[src/status_flags_pkg.sv]
// ==========================================================
// register map and field layout of the status flag bank
package status_flags_pkg;

	localparam logic [7:0] SYSTEM_STATUS_FLAGS_OFFSET = 8'h06;
	localparam logic [7:0] SYSTEM_STATUS_FLAGS_RESET  = 8'h00;

	localparam int OVERTEMP_SHUTDOWN_BIT  = 7;
	localparam int OVERCURRENT_CH3_BIT    = 6;
	localparam int OVERCURRENT_CH2_BIT    = 5;
	localparam int OVERCURRENT_CH1_BIT    = 4;
	localparam int THERMAL_WARNING_BIT    = 3;
	localparam int OUTPUT_OK_CH3_BIT      = 2;
	localparam int OUTPUT_OK_CH2_BIT      = 1;
	localparam int OUTPUT_OK_CH1_BIT      = 0;

	// die temperature thresholds, degrees Celsius, for reference by the analog side
	localparam int OVERTEMP_SHUTDOWN_DEGC = 160;
	localparam int THERMAL_WARNING_DEGC   = 125;

	localparam logic [7:0] READ_UNMAPPED_VALUE = 8'h00;

endpackage : status_flags_pkg

[src/converter_fault_status_flags.sv]
`timescale 1ns/1ns
module converter_fault_status_flags (
	input  wire logic       i_mclk,
	input  wire logic       i_srst,
	input  wire logic       i_overtemp_shutdown,
	input  wire logic       i_overcurrent_flag_ch3,
	input  wire logic       i_overcurrent_flag_ch2,
	input  wire logic       i_overcurrent_flag_ch1,
	input  wire logic       i_thermal_warning_flag,
	input  wire logic       i_output_ok_ch3,
	input  wire logic       i_output_ok_ch2,
	input  wire logic       i_output_ok_ch1,
	input  wire logic [7:0] i_reg_addr,
	input  wire logic       i_reg_rd,
	input  wire logic       i_reg_wr,
	input  wire logic [7:0] i_reg_wdata,
	output logic      [7:0] o_reg_rdata,
	output logic            o_reg_hit,
	output logic      [7:0] o_status_flags
);

	// ==========================================================
	// field decode helpers

	// true when an offset selects the status register
	function automatic logic is_status_offset(
		input logic [7:0] offset
	);
		is_status_offset = (offset == status_flags_pkg::SYSTEM_STATUS_FLAGS_OFFSET);
	endfunction : is_status_offset

	// places one flag level at its field position, all other bits zero
	function automatic logic [7:0] place_flag(
		input logic level,
		input int   position
	);
		logic [7:0] word;
		word           = status_flags_pkg::SYSTEM_STATUS_FLAGS_RESET;
		word[position] = level;
		place_flag     = word;
	endfunction : place_flag

	// merges three placed fields; fields never share a bit
	function automatic logic [7:0] merge_fields(
		input logic [7:0] first,
		input logic [7:0] second,
		input logic [7:0] third
	);
		merge_fields = first | second | third;
	endfunction : merge_fields

	// ==========================================================
	// signal declarations

	wire  logic [7:0] overtemp_field;
	wire  logic [7:0] overcurrent3_field;
	wire  logic [7:0] overcurrent2_field;
	wire  logic [7:0] overcurrent1_field;
	wire  logic [7:0] warning_field;
	wire  logic [7:0] output_ok3_field;
	wire  logic [7:0] output_ok2_field;
	wire  logic [7:0] output_ok1_field;

	wire  logic [7:0] thermal_group;
	wire  logic [7:0] overcurrent_group;
	wire  logic [7:0] output_ok_group;
	wire  logic [7:0] status_next;
	logic       [7:0] status_reg;

	wire  logic       addr_match;
	wire  logic       read_status;
	wire  logic       read_unmapped;
	wire  logic       read_any;
	wire  logic [7:0] read_word;
	wire  logic [7:0] rdata_next;
	wire  logic       hit_next;
	logic       [7:0] rdata_reg;
	logic             hit_reg;

	wire  logic       write_to_status;
	wire  logic       write_elsewhere;
	wire  logic       write_unused;

	// ==========================================================
	// overtemperature shutdown field

	assign overtemp_field = place_flag(
		i_overtemp_shutdown,
		status_flags_pkg::OVERTEMP_SHUTDOWN_BIT
	);

	// ==========================================================
	// overcurrent fields, one per converter

	assign overcurrent3_field = place_flag(
		i_overcurrent_flag_ch3,
		status_flags_pkg::OVERCURRENT_CH3_BIT
	);

	assign overcurrent2_field = place_flag(
		i_overcurrent_flag_ch2,
		status_flags_pkg::OVERCURRENT_CH2_BIT
	);

	assign overcurrent1_field = place_flag(
		i_overcurrent_flag_ch1,
		status_flags_pkg::OVERCURRENT_CH1_BIT
	);

	// ==========================================================
	// thermal warning field

	assign warning_field = place_flag(
		i_thermal_warning_flag,
		status_flags_pkg::THERMAL_WARNING_BIT
	);

	// ==========================================================
	// output ok fields, one per output

	assign output_ok3_field = place_flag(
		i_output_ok_ch3,
		status_flags_pkg::OUTPUT_OK_CH3_BIT
	);

	assign output_ok2_field = place_flag(
		i_output_ok_ch2,
		status_flags_pkg::OUTPUT_OK_CH2_BIT
	);

	assign output_ok1_field = place_flag(
		i_output_ok_ch1,
		status_flags_pkg::OUTPUT_OK_CH1_BIT
	);

	// ==========================================================
	// field merge

	assign thermal_group = merge_fields(
		overtemp_field,
		warning_field,
		status_flags_pkg::SYSTEM_STATUS_FLAGS_RESET
	);

	assign overcurrent_group = merge_fields(
		overcurrent3_field,
		overcurrent2_field,
		overcurrent1_field
	);

	assign output_ok_group = merge_fields(
		output_ok3_field,
		output_ok2_field,
		output_ok1_field
	);

	assign status_next = merge_fields(
		thermal_group,
		overcurrent_group,
		output_ok_group
	);

	// ==========================================================
	// live status register

	// sampled every clock, not sticky: a cleared source clears its bit
	always_ff @(posedge i_mclk) begin
		if (i_srst) begin
			status_reg <= status_flags_pkg::SYSTEM_STATUS_FLAGS_RESET;
		end else begin
			status_reg <= status_next;
		end
	end

	// ==========================================================
	// register read port

	assign addr_match    = is_status_offset(i_reg_addr);
	assign read_status   = i_reg_rd & addr_match;
	assign read_unmapped = i_reg_rd & ~addr_match;
	assign read_any      = read_status | read_unmapped;

	assign read_word = read_status
		? status_reg
		: status_flags_pkg::READ_UNMAPPED_VALUE;

	// read data stands until the next read, whatever the address
	assign rdata_next = read_any
		? read_word
		: rdata_reg;
	assign hit_next   = read_status;

	// ==========================================================
	// read data and hit flops

	always_ff @(posedge i_mclk) begin
		if (i_srst) begin
			rdata_reg <= status_flags_pkg::SYSTEM_STATUS_FLAGS_RESET;
		end else begin
			rdata_reg <= rdata_next;
		end
	end

	always_ff @(posedge i_mclk) begin
		if (i_srst) begin
			hit_reg <= 1'b0;
		end else begin
			hit_reg <= hit_next;
		end
	end

	// ==========================================================
	// write path, accepted and dropped

	// a write never reaches any register
	assign write_to_status = i_reg_wr & is_status_offset(i_reg_addr);
	assign write_elsewhere = i_reg_wr & ~is_status_offset(i_reg_addr);
	assign write_unused    = (write_to_status | write_elsewhere) & (|i_reg_wdata);

	// ==========================================================
	// outputs

	assign o_status_flags = status_reg;
	assign o_reg_rdata    = rdata_reg;
	assign o_reg_hit      = hit_reg;

endmodule : converter_fault_status_flags

[config.mk]
export PLATFORM = sky130hd
export DESIGN_NAME = converter_fault_status_flags
export DESIGN_NICKNAME = d
export VERILOG_FILES = /design/src/status_flags_pkg.sv /design/src/converter_fault_status_flags.sv
export SDC_FILE = /design/constraint.sdc
export NUM_CORES = 1
export LEC_CHECK = 0
export ABC_AREA = 1
export CORE_AREA = 4 4 41 43
export CTS_BUF_LIST = sky130_fd_sc_hd__clkbuf_4
export CTS_CLUSTER_SIZE = 10
export DETAILED_ROUTE_END_ITERATION = 12
export DIE_AREA = 0 0 45 47
export DONT_BUFFER_PORTS = 1
export PLACE_DENSITY = 0.69
export RECOVER_POWER = 100
export SLEW_MARGIN = 20
export SYNTH_ARGS = -nofsm -noshare
export SYNTH_HDL_FRONTEND = slang
export SYNTH_SLANG_ARGS = --single-unit
[constraint.sdc]
create_clock -name i_mclk -period 0.8 [get_ports i_mclk]
set_input_delay 0.04 -clock i_mclk [delete_from_list [all_inputs] [get_ports i_mclk]]
set_output_delay 0.04 -clock i_mclk [all_outputs]
set_load 0.03 [all_outputs]
[Word-level counts from Yosys, hierarchy flattened]
Index checks and enable logic that the tools add are counted.
Storage, ports and cells
  bits in registers: 17
  bits of input ports: 28
  output and inout port bits: 17
  word-level logic and storage cells: 16
Cells by class
  equality and inequality tests: 1
  multiplexer cells: 1
  bitwise logic cells: 11
Operators by type and width (count)
  $eq A8 B3 Y1 const B: 1
  $mux W8: 1
  $or A8 B3 Y8: 1
  $or A8 B4 Y8: 1
  $or A8 B7 Y8: 1
  $or A7 B5 Y7: 1
  $or A7 B6 Y7: 1
  $or A3 B1 Y3: 1
  $or A3 B2 Y3: 1
  $and A1 B1 Y1: 2
  $not A1 Y1: 1
  $or A1 B1 Y1: 1

[Longest topological paths before layout]
Gate-level depths: netlist of run 1.
  depth after elaboration: 4
  mapped depth: 6
  mapped depth without buffers: 5

[Worst setup path after synthesis of run 1]
No wires, ideal clock.
  path type: register to register
  start: register, netlist name o_reg_rdata[0]
  end: register rdata_reg[0] (netlist: o_reg_rdata[0])
  library setup time: 59 ps
  data arrival time: 651 ps
  data required time: 741 ps
  slack: 90 ps
  cell stages (with the launch flop): 3
  buffers on the path: 0
  path through: dfxtp_1 -> nand3_1 -> nand2_1
RTL lines
  end signal: assignment: line converter_fault_status_flags.sv:198  | rdata_reg <= status_flags_pkg::SYSTEM_STATUS_FLAGS_RESET;
  end signal: assignment: line converter_fault_status_flags.sv:200  | rdata_reg <= rdata_next;
  end: declaration: line converter_fault_status_flags.sv:77  | logic [7:0] rdata_reg;

[Final worst setup path of run 1]
  start: register status_reg[1] (netlist: o_status_flags[1])
  end: output o_status_flags[1]
RTL lines
  start: declaration: line converter_fault_status_flags.sv:68  | logic [7:0] status_reg;
  start signal: assignment: line converter_fault_status_flags.sv:169  | status_reg <= status_flags_pkg::SYSTEM_STATUS_FLAGS_RESET;
  start signal: assignment: line converter_fault_status_flags.sv:171  | status_reg <= status_next;
  end: declaration: line converter_fault_status_flags.sv:19  | output logic [7:0] o_status_flags
No word-level cell between the ends.

==> results of run 1 <==
## registers in the layout (all words and copies together), names as in the netlist
| name | count |
|---|---|
| o_reg_hit | 1 |
| o_reg_rdata | 8 |
| o_status_flags | 8 |
## layer usage
layer / GRT usage / part of all wire / up-vias
met1: 0.145 / 0.39 / 252
met3: 0.0651 / 0.078 / 2
met2: 0.285 / 0.52 / 24
met5: 0 / 0 / -
met4: 0.0351 / 0.010 / 0
li1: - / - / 274
## worst min-delay path, delay by kind of cell
kind          cells  cell delay, ns
simple gates      4            0.23
## timing repair
action,in CTS,in global routing
endpoints found under the setup margin,17,18
endpoints found under the hold margin,16,8
hold buffers,9,1
resized for setup,33,0
## how the worst min path moves through the flow
stage | to | slack, ns | cells after the start
floorplan | o_status_flags[0]$_SDFF_PP0_ | 0.15 | 2
global placement | o_status_flags[4]$_SDFF_PP0_ | 0.11 | 1
detailed placement | o_status_flags[4]$_SDFF_PP0_ | 0.11 | 1
CTS | o_reg_rdata[1]$_SDFFE_PP0P_ | 0.005 | 4
global route | o_reg_rdata[7]$_SDFFE_PP0P_ | 0.003 | 4
finish | o_reg_rdata[3]$_SDFFE_PP0P_ | 0.007 | 4
## power by group
group | switching [mW] | internal [mW] | leakage (nW)
Combinational | 0.0973 | 0.0894 | 0.335
Clock | 0.255 | 0.228 | 0.0184
Sequential | 0.0151 | 0.871 | 0.146
## through the flow
stage / hold slack, ns / std cells / total power [mW]
4_1_cts: 0.00473 / 114 / 1.56
2_1_floorplan: 0.147 / 71 / 1.01
3_5_place_dp: 0.114 / 101 / 1.04
6_report: 0.00719 / 114 / 1.56
5_1_grt: 0.00321 / 114 / 1.63
3_3_place_gp: 0.112 / 101 / 1.04
## cells by family (layout without fill, tap and decap cells)
logic type	after synthesis	in the layout	synth area share
simple gates	41	41	0.357
buf+inv	13	41	0.102
flops	17	17	0.542
## layout by cell type, fill, tap and decap left out
| master | n |
|---|---|
| buf_6 | 16 |
| clkbuf_4 | 4 |
| nor2_8 | 1 |
| inv_6 | 1 |
| dlygate4sd3_1 | 9 |
| nand2_4 | 2 |
| nand3_1 | 16 |
| nor2_1 | 11 |
| nand2_1 | 10 |
| dfxtp_2 | 17 |
| inv_1 | 11 |
| and2_1 | 1 |
## area by class of cell
cell class | instances | area (sq um) | area share
Timing Repair Buffer | 25 | 270 | 0.288
Multi-Input combinational cell | 41 | 208 | 0.221
Clock buffer | 4 | 30.0 | 0.0320
Sequential cell | 17 | 362 | 0.385
Tap cell | 15 | 18.8 | 0.0200
Inverter | 12 | 50.0 | 0.0533
==> impl_metrics.env, run 1 <==
export IMPL_drive_above_1_share=0.414
export IMPL_dp_hpwl_microns=935
export IMPL_yosysMostFrequentCell="dfxtp_1"
export IMPL_grt_pass1_vias=570
export IMPL_tns_ns=-0.0167
export IMPL_period_needed_ns=0.812
export IMPL_cp_num_cells=1
export IMPL_critPathKind="register to output port"
export IMPL_routedWlPerCell_microns=12.3
export IMPL_power_leakage_nw=0.499
export IMPL_grt_pass1_wl_microns=2220
export IMPL_postSynthCellCount=71
export IMPL_vias_per_cell=4.84
export IMPL_first_pass_iters=4
export IMPL_cpPeakStageDelay_ns=0.35
export IMPL_antenna_found_initial=0
export IMPL_synth_flop_cell="dfxtp_1"
export IMPL_yosysTopAreaCellShare=0.542
export IMPL_drc=0
export IMPL_synth_cell_area_sq_um=628
export IMPL_fillers=114
export IMPL_r2r_slack_ns=0.24
export IMPL_numCtsBuffers=3
export IMPL_ys_ff_latch=17
export IMPL_drt_iter0_drc=2
export IMPL_fin_ws_ns=-0.0123
export IMPL_crit_start="o_status_flags[1]$_SDFF_PP0_"
export IMPL_slew_headroom=0.608
export IMPL_place_worst_setup_slack_ns=0.166
export IMPL_violations="negative setup slack"
export IMPL_placed_area_sq_um=756
export IMPL_setup_viol=4
export IMPL_placement_io_buffers=0
export IMPL_synth_nets=99
export IMPL_vias=552
export IMPL_power_density_nw_per_um2=1660
export IMPL_yosys_area_top_type="dfxtp_1"
export IMPL_clockRootBuffer="clkbuf_4"
export IMPL_fp_row_count=13
export IMPL_grt_overflow=0
export IMPL_critPathMaxFanout=2
export IMPL_core_sq_um=1300
export IMPL_synthTopCellsByCount="dfxtp_1 (17), nand3_1 (16), inv_1 (11), nand2_1 (10), nor2_1 (10)"
export IMPL_die_w_microns=45
export IMPL_maxCapViolCount=0
export IMPL_outcome="finished with violations"
export IMPL_yosysSeqAreaShare=0.542
export IMPL_ioPinCount=45
export IMPL_die_h_microns=47
export IMPL_drv_slew=0
export IMPL_synth_area_top_cells="dfxtp_1 (54%), nand3_1 (13%), inv_1 (6.6%), nor2_8 (6.4%), nand2_1 (6.0%)"
export IMPL_finClkSkew_ns=0.00250
export IMPL_hold_path_class="input port to register"
export IMPL_critical_path_endpoint_type="output port"
export IMPL_ir_drop_mv=0.872
export IMPL_design_area_sq_um=938
export IMPL_grt_max_degree=10
export IMPL_path_cells="buf_6"
export IMPL_slowest_stage="dfxtp_2"
export IMPL_timing_critical_path_max_delay_family="flip-flops"
export IMPL_post_route_util=0.721
export IMPL_gp_congestion=0.720
export IMPL_crit_path_end="o_status_flags[1]"
export IMPL_syn_avg_cell_area_sq_um=8.85
export IMPL_grt_usage=0.148
export IMPL_synth_cell_type_count=10
export IMPL_start_kind="register"
export IMPL_fmax_ghz=1.23
export IMPL_htree_num_levels=1
export IMPL_path_clk_slew_ns=0.09
export IMPL_fp_dieArea_sq_um=2120
export IMPL_worstSkewPairLatency_ns=0.29
export IMPL_synth_edff_count=0
export IMPL_initial_core_util=0.483
export IMPL_rr_startpoint="o_reg_rdata[1]$_SDFFE_PP0P_"
export IMPL_rsz0062_at_grt="yes"
export IMPL_clk_path_buf_depth=2
export IMPL_wirelength_microns=1410
export IMPL_cts_setup_buffers=0
export IMPL_syn_to_final_growth_pct=49.4
export IMPL_finalCritPeriodShare=1.02
export IMPL_worst_r2r_cell_count=2
export IMPL_arrival_ns=0.77
export IMPL_ys_warn_count=0
export IMPL_diodes=0
export IMPL_hold_path_startpoint="i_reg_rd"
export IMPL_ys_async_sr_fraction=0
export IMPL_cts_tree="yes"
export IMPL_reg2reg_to="o_reg_rdata[1]$_SDFFE_PP0P_"
export IMPL_num_nets_final=128
export IMPL_hold_viol=0
export IMPL_worst_slew_pin_slew_ns=0.585
export IMPL_critical_path_required_ns=0.76
export IMPL_ant_nets=0
export IMPL_numClockSinks=17
export IMPL_crit_buf_inv=1
Power figures use the tool's default switching activity.
==> run 2: changes to the inputs <==
ABC_AREA = default   (was 1)
HOLD_SLACK_MARGIN = 0.12   (was default)
PLACE_DENSITY = 0.62   (was 0.69)
==> run 2 against run 1 <==
Against the previous run:
- the run ends with negative hold slack, negative setup slack left
- count of clock-buffer cells in the layout fell by 1
- non-clock buffer count rose by 15
- combinational power rose by 11%
- clock power fell by 9.1%
- via count fell by 13%
- area after synthesis fell by 14%
- die area did not move
- critical endpoint is now o_reg_rdata[2]$_SDFFE_PP0P_
- largest cell class is now buffers
==> impl_metrics.env, run 2 <==
export IMPL_outcome="finished with violations"
export IMPL_violations="negative hold slack, negative setup slack"
export IMPL_numClockSinks=17
export IMPL_grt_overflow=0
export IMPL_yosys_area_top_type="dfxtp_1"
export IMPL_grt_use_met2=0.305
export IMPL_fin_hold_ws_ns=-0.0723
export IMPL_gp_congestion=0.693
export IMPL_clockRootBuffer="clkbuf_4"
export IMPL_maxCapViolCount=0
export IMPL_grt_pass1_vias=508
export IMPL_placement_io_buffers=0
export IMPL_slowest_stage="or4b_4"
export IMPL_power_density_nw_per_um2=1500
export IMPL_synth_cell_area_sq_um=538
export IMPL_r2r_slack_ns=0.01
export IMPL_crit_path_end="o_reg_rdata[2]$_SDFFE_PP0P_"
export IMPL_yosysTopAreaCellShare=0.633
export IMPL_critical_path_required_ns=1.03
export IMPL_grt_busiest_layer="met2"
export IMPL_worstSkewPairLatency_ns=0.29
export IMPL_ioPinCount=45
export IMPL_die_h_microns=47
export IMPL_cpPeakStageDelay_ns=0.52
export IMPL_grt_pass1_wl_microns=2130
export IMPL_grtUsageMet1=0.123
export IMPL_finClkSkew_ns=0.00653
export IMPL_cts_tree="yes"
export IMPL_grt_max_degree=11
export IMPL_final_cell_mix="buf_6 (17), dfxtp_2 (15), dlygate4sd3_1 (13)"
export IMPL_synth_nets=69
export IMPL_reg2reg_to="o_reg_rdata[6]$_SDFFE_PP0P_"
export IMPL_ant_nets=0
export IMPL_routedWlPerCell_microns=14.9
export IMPL_ir_drop_mv=1.11
export IMPL_fin_ws_ns=-0.101
export IMPL_power_leakage_nw=0.473
export IMPL_start_kind="input port"
export IMPL_path_cells="or4b_4 -> and4bb_1 -> buf_6 -> a22o_2"
export IMPL_synth_flop_cell="dfxtp_1"
export IMPL_htree_num_levels=1
export IMPL_diodes=0
export IMPL_hold_viol=1
export IMPL_setup_viol=13
export IMPL_syn_avg_cell_area_sq_um=13.1
export IMPL_synthTopCellsByCount="dfxtp_1 (17), a22o_2 (8), nor2b_1 (8)"
export IMPL_wirelength_microns=1460
export IMPL_vias_per_cell=4.88
export IMPL_die_w_microns=45
export IMPL_fp_dieArea_sq_um=2120
export IMPL_critPathMaxFanout=8
export IMPL_slew_headroom=0.838
export IMPL_finalCritPeriodShare=1.13
export IMPL_yosysSeqAreaShare=0.633
export IMPL_period_needed_ns=0.901
export IMPL_initial_core_util=0.413
export IMPL_syn_to_final_growth_pct=90.2
export IMPL_ys_async_sr_fraction=0
export IMPL_critical_path_endpoint_type="register"
export IMPL_rsz0062_at_grt="yes"
export IMPL_rr_startpoint="o_reg_rdata[6]$_SDFFE_PP0P_"
export IMPL_ys_warn_count=0
export IMPL_fillers=87
export IMPL_core_sq_um=1300
export IMPL_hold_path_class="input port to register"
export IMPL_yosysMostFrequentCell="dfxtp_1"
export IMPL_final_seq_area_sq_um=359
export IMPL_clk_path_buf_depth=2
export IMPL_fp_row_count=13
export IMPL_multi_input_area_sq_um=216
export IMPL_drv_slew=0
export IMPL_drt_iter0_drc=1
export IMPL_grt_util_met3=0.0421
export IMPL_synth_edff_count=0
export IMPL_ys_ff_latch=17
export IMPL_final_common_cell="buf_6"
export IMPL_crit_start="i_reg_addr[0]"
export IMPL_arrival_ns=1.14
export IMPL_drc=0
export IMPL_design_area_sq_um=1020
export IMPL_synth_area_top_cells="dfxtp_1 (63%), a22o_2 (15%), nor2b_1 (9.3%), and4bb_1 (2.3%), buf_6 (2.1%)"
export IMPL_worst_slew_pin_slew_ns=0.243
export IMPL_path_clk_slew_ns=0.10
export IMPL_postSynthCellCount=41
export IMPL_critPathKind="input port to register"
export IMPL_grt_usage=0.144
export IMPL_drive_above_1_share=0.651
export IMPL_worst_r2r_cell_count=2
export IMPL_post_route_util=0.787
export IMPL_fmax_ghz=1.11
export IMPL_vias=478
export IMPL_antenna_found_initial=0
export IMPL_num_nets_final=112
export IMPL_first_pass_iters=3
export IMPL_numCtsBuffers=3
export IMPL_synth_cell_type_count=11
export IMPL_placed_area_sq_um=677
-- run 2: cell types whose count changed after synthesis, sizes merged, moves of 8 or more --
| cell | delta |
|---|---|
| a22o | +8 |
| inv | -12 |
| nand2 | -12 |
| nand3 | -16 |
| nor2 | -11 |
| nor2b | +8 |
-- run 2: repair_timing --
action                     CTS  global route
setup buffers                3             5
hold buffers                13             1
resized for setup           33             5
setup endpoints to repair   25            25
pin swaps                    1             1
hold endpoints to repair     9             1
-- run 2: cell families after synthesis --
logic type             share of synthesized area
AO/OA/AOI/OAI                              0.149
AND/OR/NAND/NOR                            0.191
flip-flops                                 0.633
buffers and inverters                     0.0279
-- run 2: routing by layer --
layer	part of all wire	vias up
met1	0.37	221
met5	0	-
met2	0.55	24
met3	0.082	0
met4	0	0
li1	-	233
-- run 2: worst min path at each step --
stage	start	slack [ns]	depth (start not counted)	endpoint
3_3_place_gp	i_srst	0.11	1	o_status_flags[2]$_SDFF_PP0_
6_report	i_reg_addr[4]	-0.07	2	o_reg_hit$_SDFF_PP0_
5_1_grt	i_reg_addr[4]	-0.09	2	o_reg_hit$_SDFF_PP0_
3_5_place_dp	i_srst	0.12	1	o_status_flags[2]$_SDFF_PP0_
2_1_floorplan	i_reg_addr[7]	0.12	1	o_reg_hit$_SDFF_PP0_
4_1_cts	i_reg_addr[4]	-0.09	2	o_reg_hit$_SDFF_PP0_
-- run 2: critical path, delay by kind of cell --
| family | cells | cell delay (ns) |
|---|---|---|
| and+or+nand+nor | 2 | 0.81 |
| buffers and inverters | 1 | 0.15 |
| AOI/OAI and AO/OA | 1 | 0.13 |
-- run 2: through the flow --
step	setup TNS [ns]	hold WS (ns)	setup slack (ns)	power (mW)	cells
final	-0.778	-0.0723	-0.101	1.53	98
after global routing	-1.43	-0.0873	-0.116	1.60	98
after CTS	-0.807	-0.0861	-0.0714	1.53	92
after detailed placement	-3.13	0.115	-0.383	1.01	72
after global placement	-2.97	0.114	-0.363	1.01	72
after floorplan	-2.60	0.117	-0.319	0.971	41
-- run 2: report_power, final --
part           switching (mW)  internal, mW
clock network           0.253         0.186
registers              0.0147         0.871
logic                  0.0868         0.121
-- run 2: layout make-up --
class	count	area share
clock buffer	3	0.0220
clock inverter	1	0.00489
multi-input combinational	22	0.211
sequential	17	0.351
tap	15	0.0183
timing repair buffer	40	0.392
==> run 3: changes to the inputs <==
TNS_END_PERCENT = 20   (was default)
==> run 3 against run 2 <==
Against the previous run:
- the run still ends with negative hold slack, negative setup slack left
- core utilization fell by 6.5 points
- combinational power fell by 13%
- wire length fell by 2.5%
- die area did not move
- register-to-register slack barely moved
- fmax rose by 2.4%
- critical endpoint is now o_reg_rdata[4]$_SDFFE_PP0P_
- largest cell class is now sequential cells
- highest routed layer unchanged
==> impl_metrics.env, run 3 (synthesis gave the netlist of run 2 again) <==
export IMPL_maxCapViolCount=0
export IMPL_ant_nets=0
export IMPL_timing_critical_path_max_delay_family="simple AND/OR/NAND/NOR gates"
export IMPL_cts_tree="yes"
export IMPL_grt_pass1_vias=491
export IMPL_final_cell_mix="buf_6 (17), dfxtp_2 (15), dlygate4sd3_1 (12)"
export IMPL_arrival_ns=1.12
export IMPL_final_cells=90
export IMPL_critical_path_endpoint_type="register"
export IMPL_clockRootBuffer="clkbuf_4"
export IMPL_path_clk_slew_ns=0.09
export IMPL_syn_to_final_growth_pct=74.4
export IMPL_initial_core_util=0.413
export IMPL_die_w_microns=45
export IMPL_drive_above_1_share=0.627
export IMPL_gp_congestion=0.630
export IMPL_whs_endpoint="o_reg_hit$_SDFF_PP0_"
export IMPL_pwr_share_seq=0.591
export IMPL_total_power_mw=1.51
export IMPL_fp_row_count=13
export IMPL_htree_num_levels=1
export IMPL_hold_path_class="input port to register"
export IMPL_dp_hpwl_microns=960
export IMPL_vias=463
export IMPL_rsz0062_at_grt="yes"
export IMPL_outcome="finished with violations"
export IMPL_routedWlPerCell_microns=15.8
export IMPL_p_int_mw=1.16
export IMPL_hold_depth=2
export IMPL_path_cells="or4b_4 -> and4bb_1 -> buf_6 -> a22o_2"
export IMPL_finalCritPeriodShare=1.10
export IMPL_violations="negative hold slack, negative setup slack"
export IMPL_rr_startpoint="o_reg_rdata[5]$_SDFFE_PP0P_"
export IMPL_antenna_found_initial=0
export IMPL_drv_slew=0
export IMPL_setup_viol=19
export IMPL_pwr_share_comb=0.120
export IMPL_clk_path_buf_depth=2
export IMPL_cpPeakStageDelay_ns=0.52
export IMPL_finClkSkew_ns=0.00518
export IMPL_critPathMaxFanout=8
export IMPL_swShare=0.230
export IMPL_worst_r2r_cell_count=2
export IMPL_fmax_ghz=1.14
export IMPL_final_common_cell="buf_6"
export IMPL_grt_pass1_wl_microns=2170
export IMPL_critical_path_required_ns=1.04
export IMPL_core_sq_um=1300
export IMPL_worstSkewPairLatency_ns=0.28
export IMPL_cts_hold_fix_buffers=13
export IMPL_start_kind="input port"
export IMPL_vias_per_cell=5.14
export IMPL_drc=0
export IMPL_wirelength_microns=1420
export IMPL_fp_dieArea_sq_um=2120
export IMPL_first_pass_iters=4
export IMPL_hold_viol=1
export IMPL_slew_headroom=0.807
export IMPL_period_needed_ns=0.880
export IMPL_hold_path_startpoint="i_reg_addr[4]"
export IMPL_grt_overflow=0
export IMPL_num_nets_final=104
export IMPL_fin_ws_ns=-0.0796
export IMPL_critPathKind="input port to register"
export IMPL_numClockSinks=17
export IMPL_drt_iter0_drc=2
export IMPL_fin_hold_ws_ns=-0.0779
export IMPL_place_worst_setup_slack_ns=-0.395
export IMPL_crit_buf_inv=1
export IMPL_power_frac_clock=0.289
export IMPL_r2r_slack_ns=0
export IMPL_dpl_cell_count=72
export IMPL_power_leakage_nw=0.409
export IMPL_power_switching_uw=346
export IMPL_die_h_microns=47
export IMPL_diodes=0
export IMPL_placement_io_buffers=0
export IMPL_grt_usage=0.149
export IMPL_slowest_stage="or4b_4"
export IMPL_ir_drop_mv=1.10
export IMPL_reg2reg_to="o_reg_rdata[5]$_SDFFE_PP0P_"
export IMPL_grt_max_degree=11
export IMPL_power_density_nw_per_um2=1610
export IMPL_worst_slew_pin_slew_ns=0.290
export IMPL_ioPinCount=45
export IMPL_numCtsBuffers=3
[run 3: changes by cell type in the layout (fill, tap and decap cells not counted)]
cell           before  now
a22o_4              4    1
buf_4               9    2
a22o_2              4    7
dlygate4sd3_1      13   12
[run 3: area by class of cell]
class	count	area [sq um]
fillers	97	363
flip-flops and latches	17	359
repair buffers	32	339
multi-input cells	22	194
clock buffers	3	22.5
well taps	15	18.8
clock inverters	1	5.00
[run 3: worst register-to-register path, cell delays in order (launching register included)]
cell,delay (ns)
dfxtp_2,0.34
buf_4,0.13
a22o_4,0.23
[run 3: stage by stage]
| step | setup TNS (ns) | area (sq um) | utilization |
|---|---|---|---|
| CTS | -0.896 | 933 | 0.717 |
| global placement | -2.87 | 677 | 0.520 |
| floorplan | -2.60 | 538 | - |
| finish | -0.725 | 938 | 0.721 |
| detailed placement | -3.08 | 677 | 0.520 |
| global route | -1.24 | 938 | 0.721 |
[run 3: worst max path at each step]
stage | slack (ns) | startpoint | cells past startpoint | endpoint
finish | -0.08 | i_reg_addr[0] | 4 | o_reg_rdata[4]$_SDFFE_PP0P_
global route | -0.09 | i_reg_addr[0] | 4 | o_reg_rdata[4]$_SDFFE_PP0P_
CTS | -0.07 | i_reg_addr[0] | 4 | o_reg_rdata[4]$_SDFFE_PP0P_
detailed placement | -0.39 | i_reg_addr[0] | 4 | o_reg_rdata[5]$_SDFFE_PP0P_
global placement | -0.35 | i_reg_addr[0] | 4 | o_reg_rdata[7]$_SDFFE_PP0P_
floorplan | -0.32 | i_reg_addr[0] | 4 | o_reg_rdata[0]$_SDFFE_PP0P_
[run 3: power by group through the flow]
stage | Clock [mW] | Sequential, mW | Combinational [mW]
after global routing | 0.477 | 0.892 | 0.191
final | 0.435 | 0.890 | 0.181
after detailed placement | 0 | 0.900 | 0.110
after floorplan | 0 | 0.941 | 0.0304
after CTS | 0.454 | 0.889 | 0.179
after global placement | 0 | 0.899 | 0.109
[run 3: metal layers]
| layer | vias to the layer above | part of all wire | track usage |
|---|---|---|---|
| met5 | - | 0 | 0 |
| met1 | 221 | 0.35 | 0.136 |
| li1 | 217 | - | - |
| met3 | 0 | 0.088 | 0.0460 |
| met2 | 25 | 0.56 | 0.294 |
| met4 | 0 | 0 | 0.0702 |
[run 3: timing repair]
item / in CTS / in global routing
pin swaps: 1 / 1
setup buffers: 1 / 0
resized for setup: 32 / 3
gates cloned: 0 / 0
hold endpoints to repair: 9 / 1
setup endpoints to repair: 25 / 25
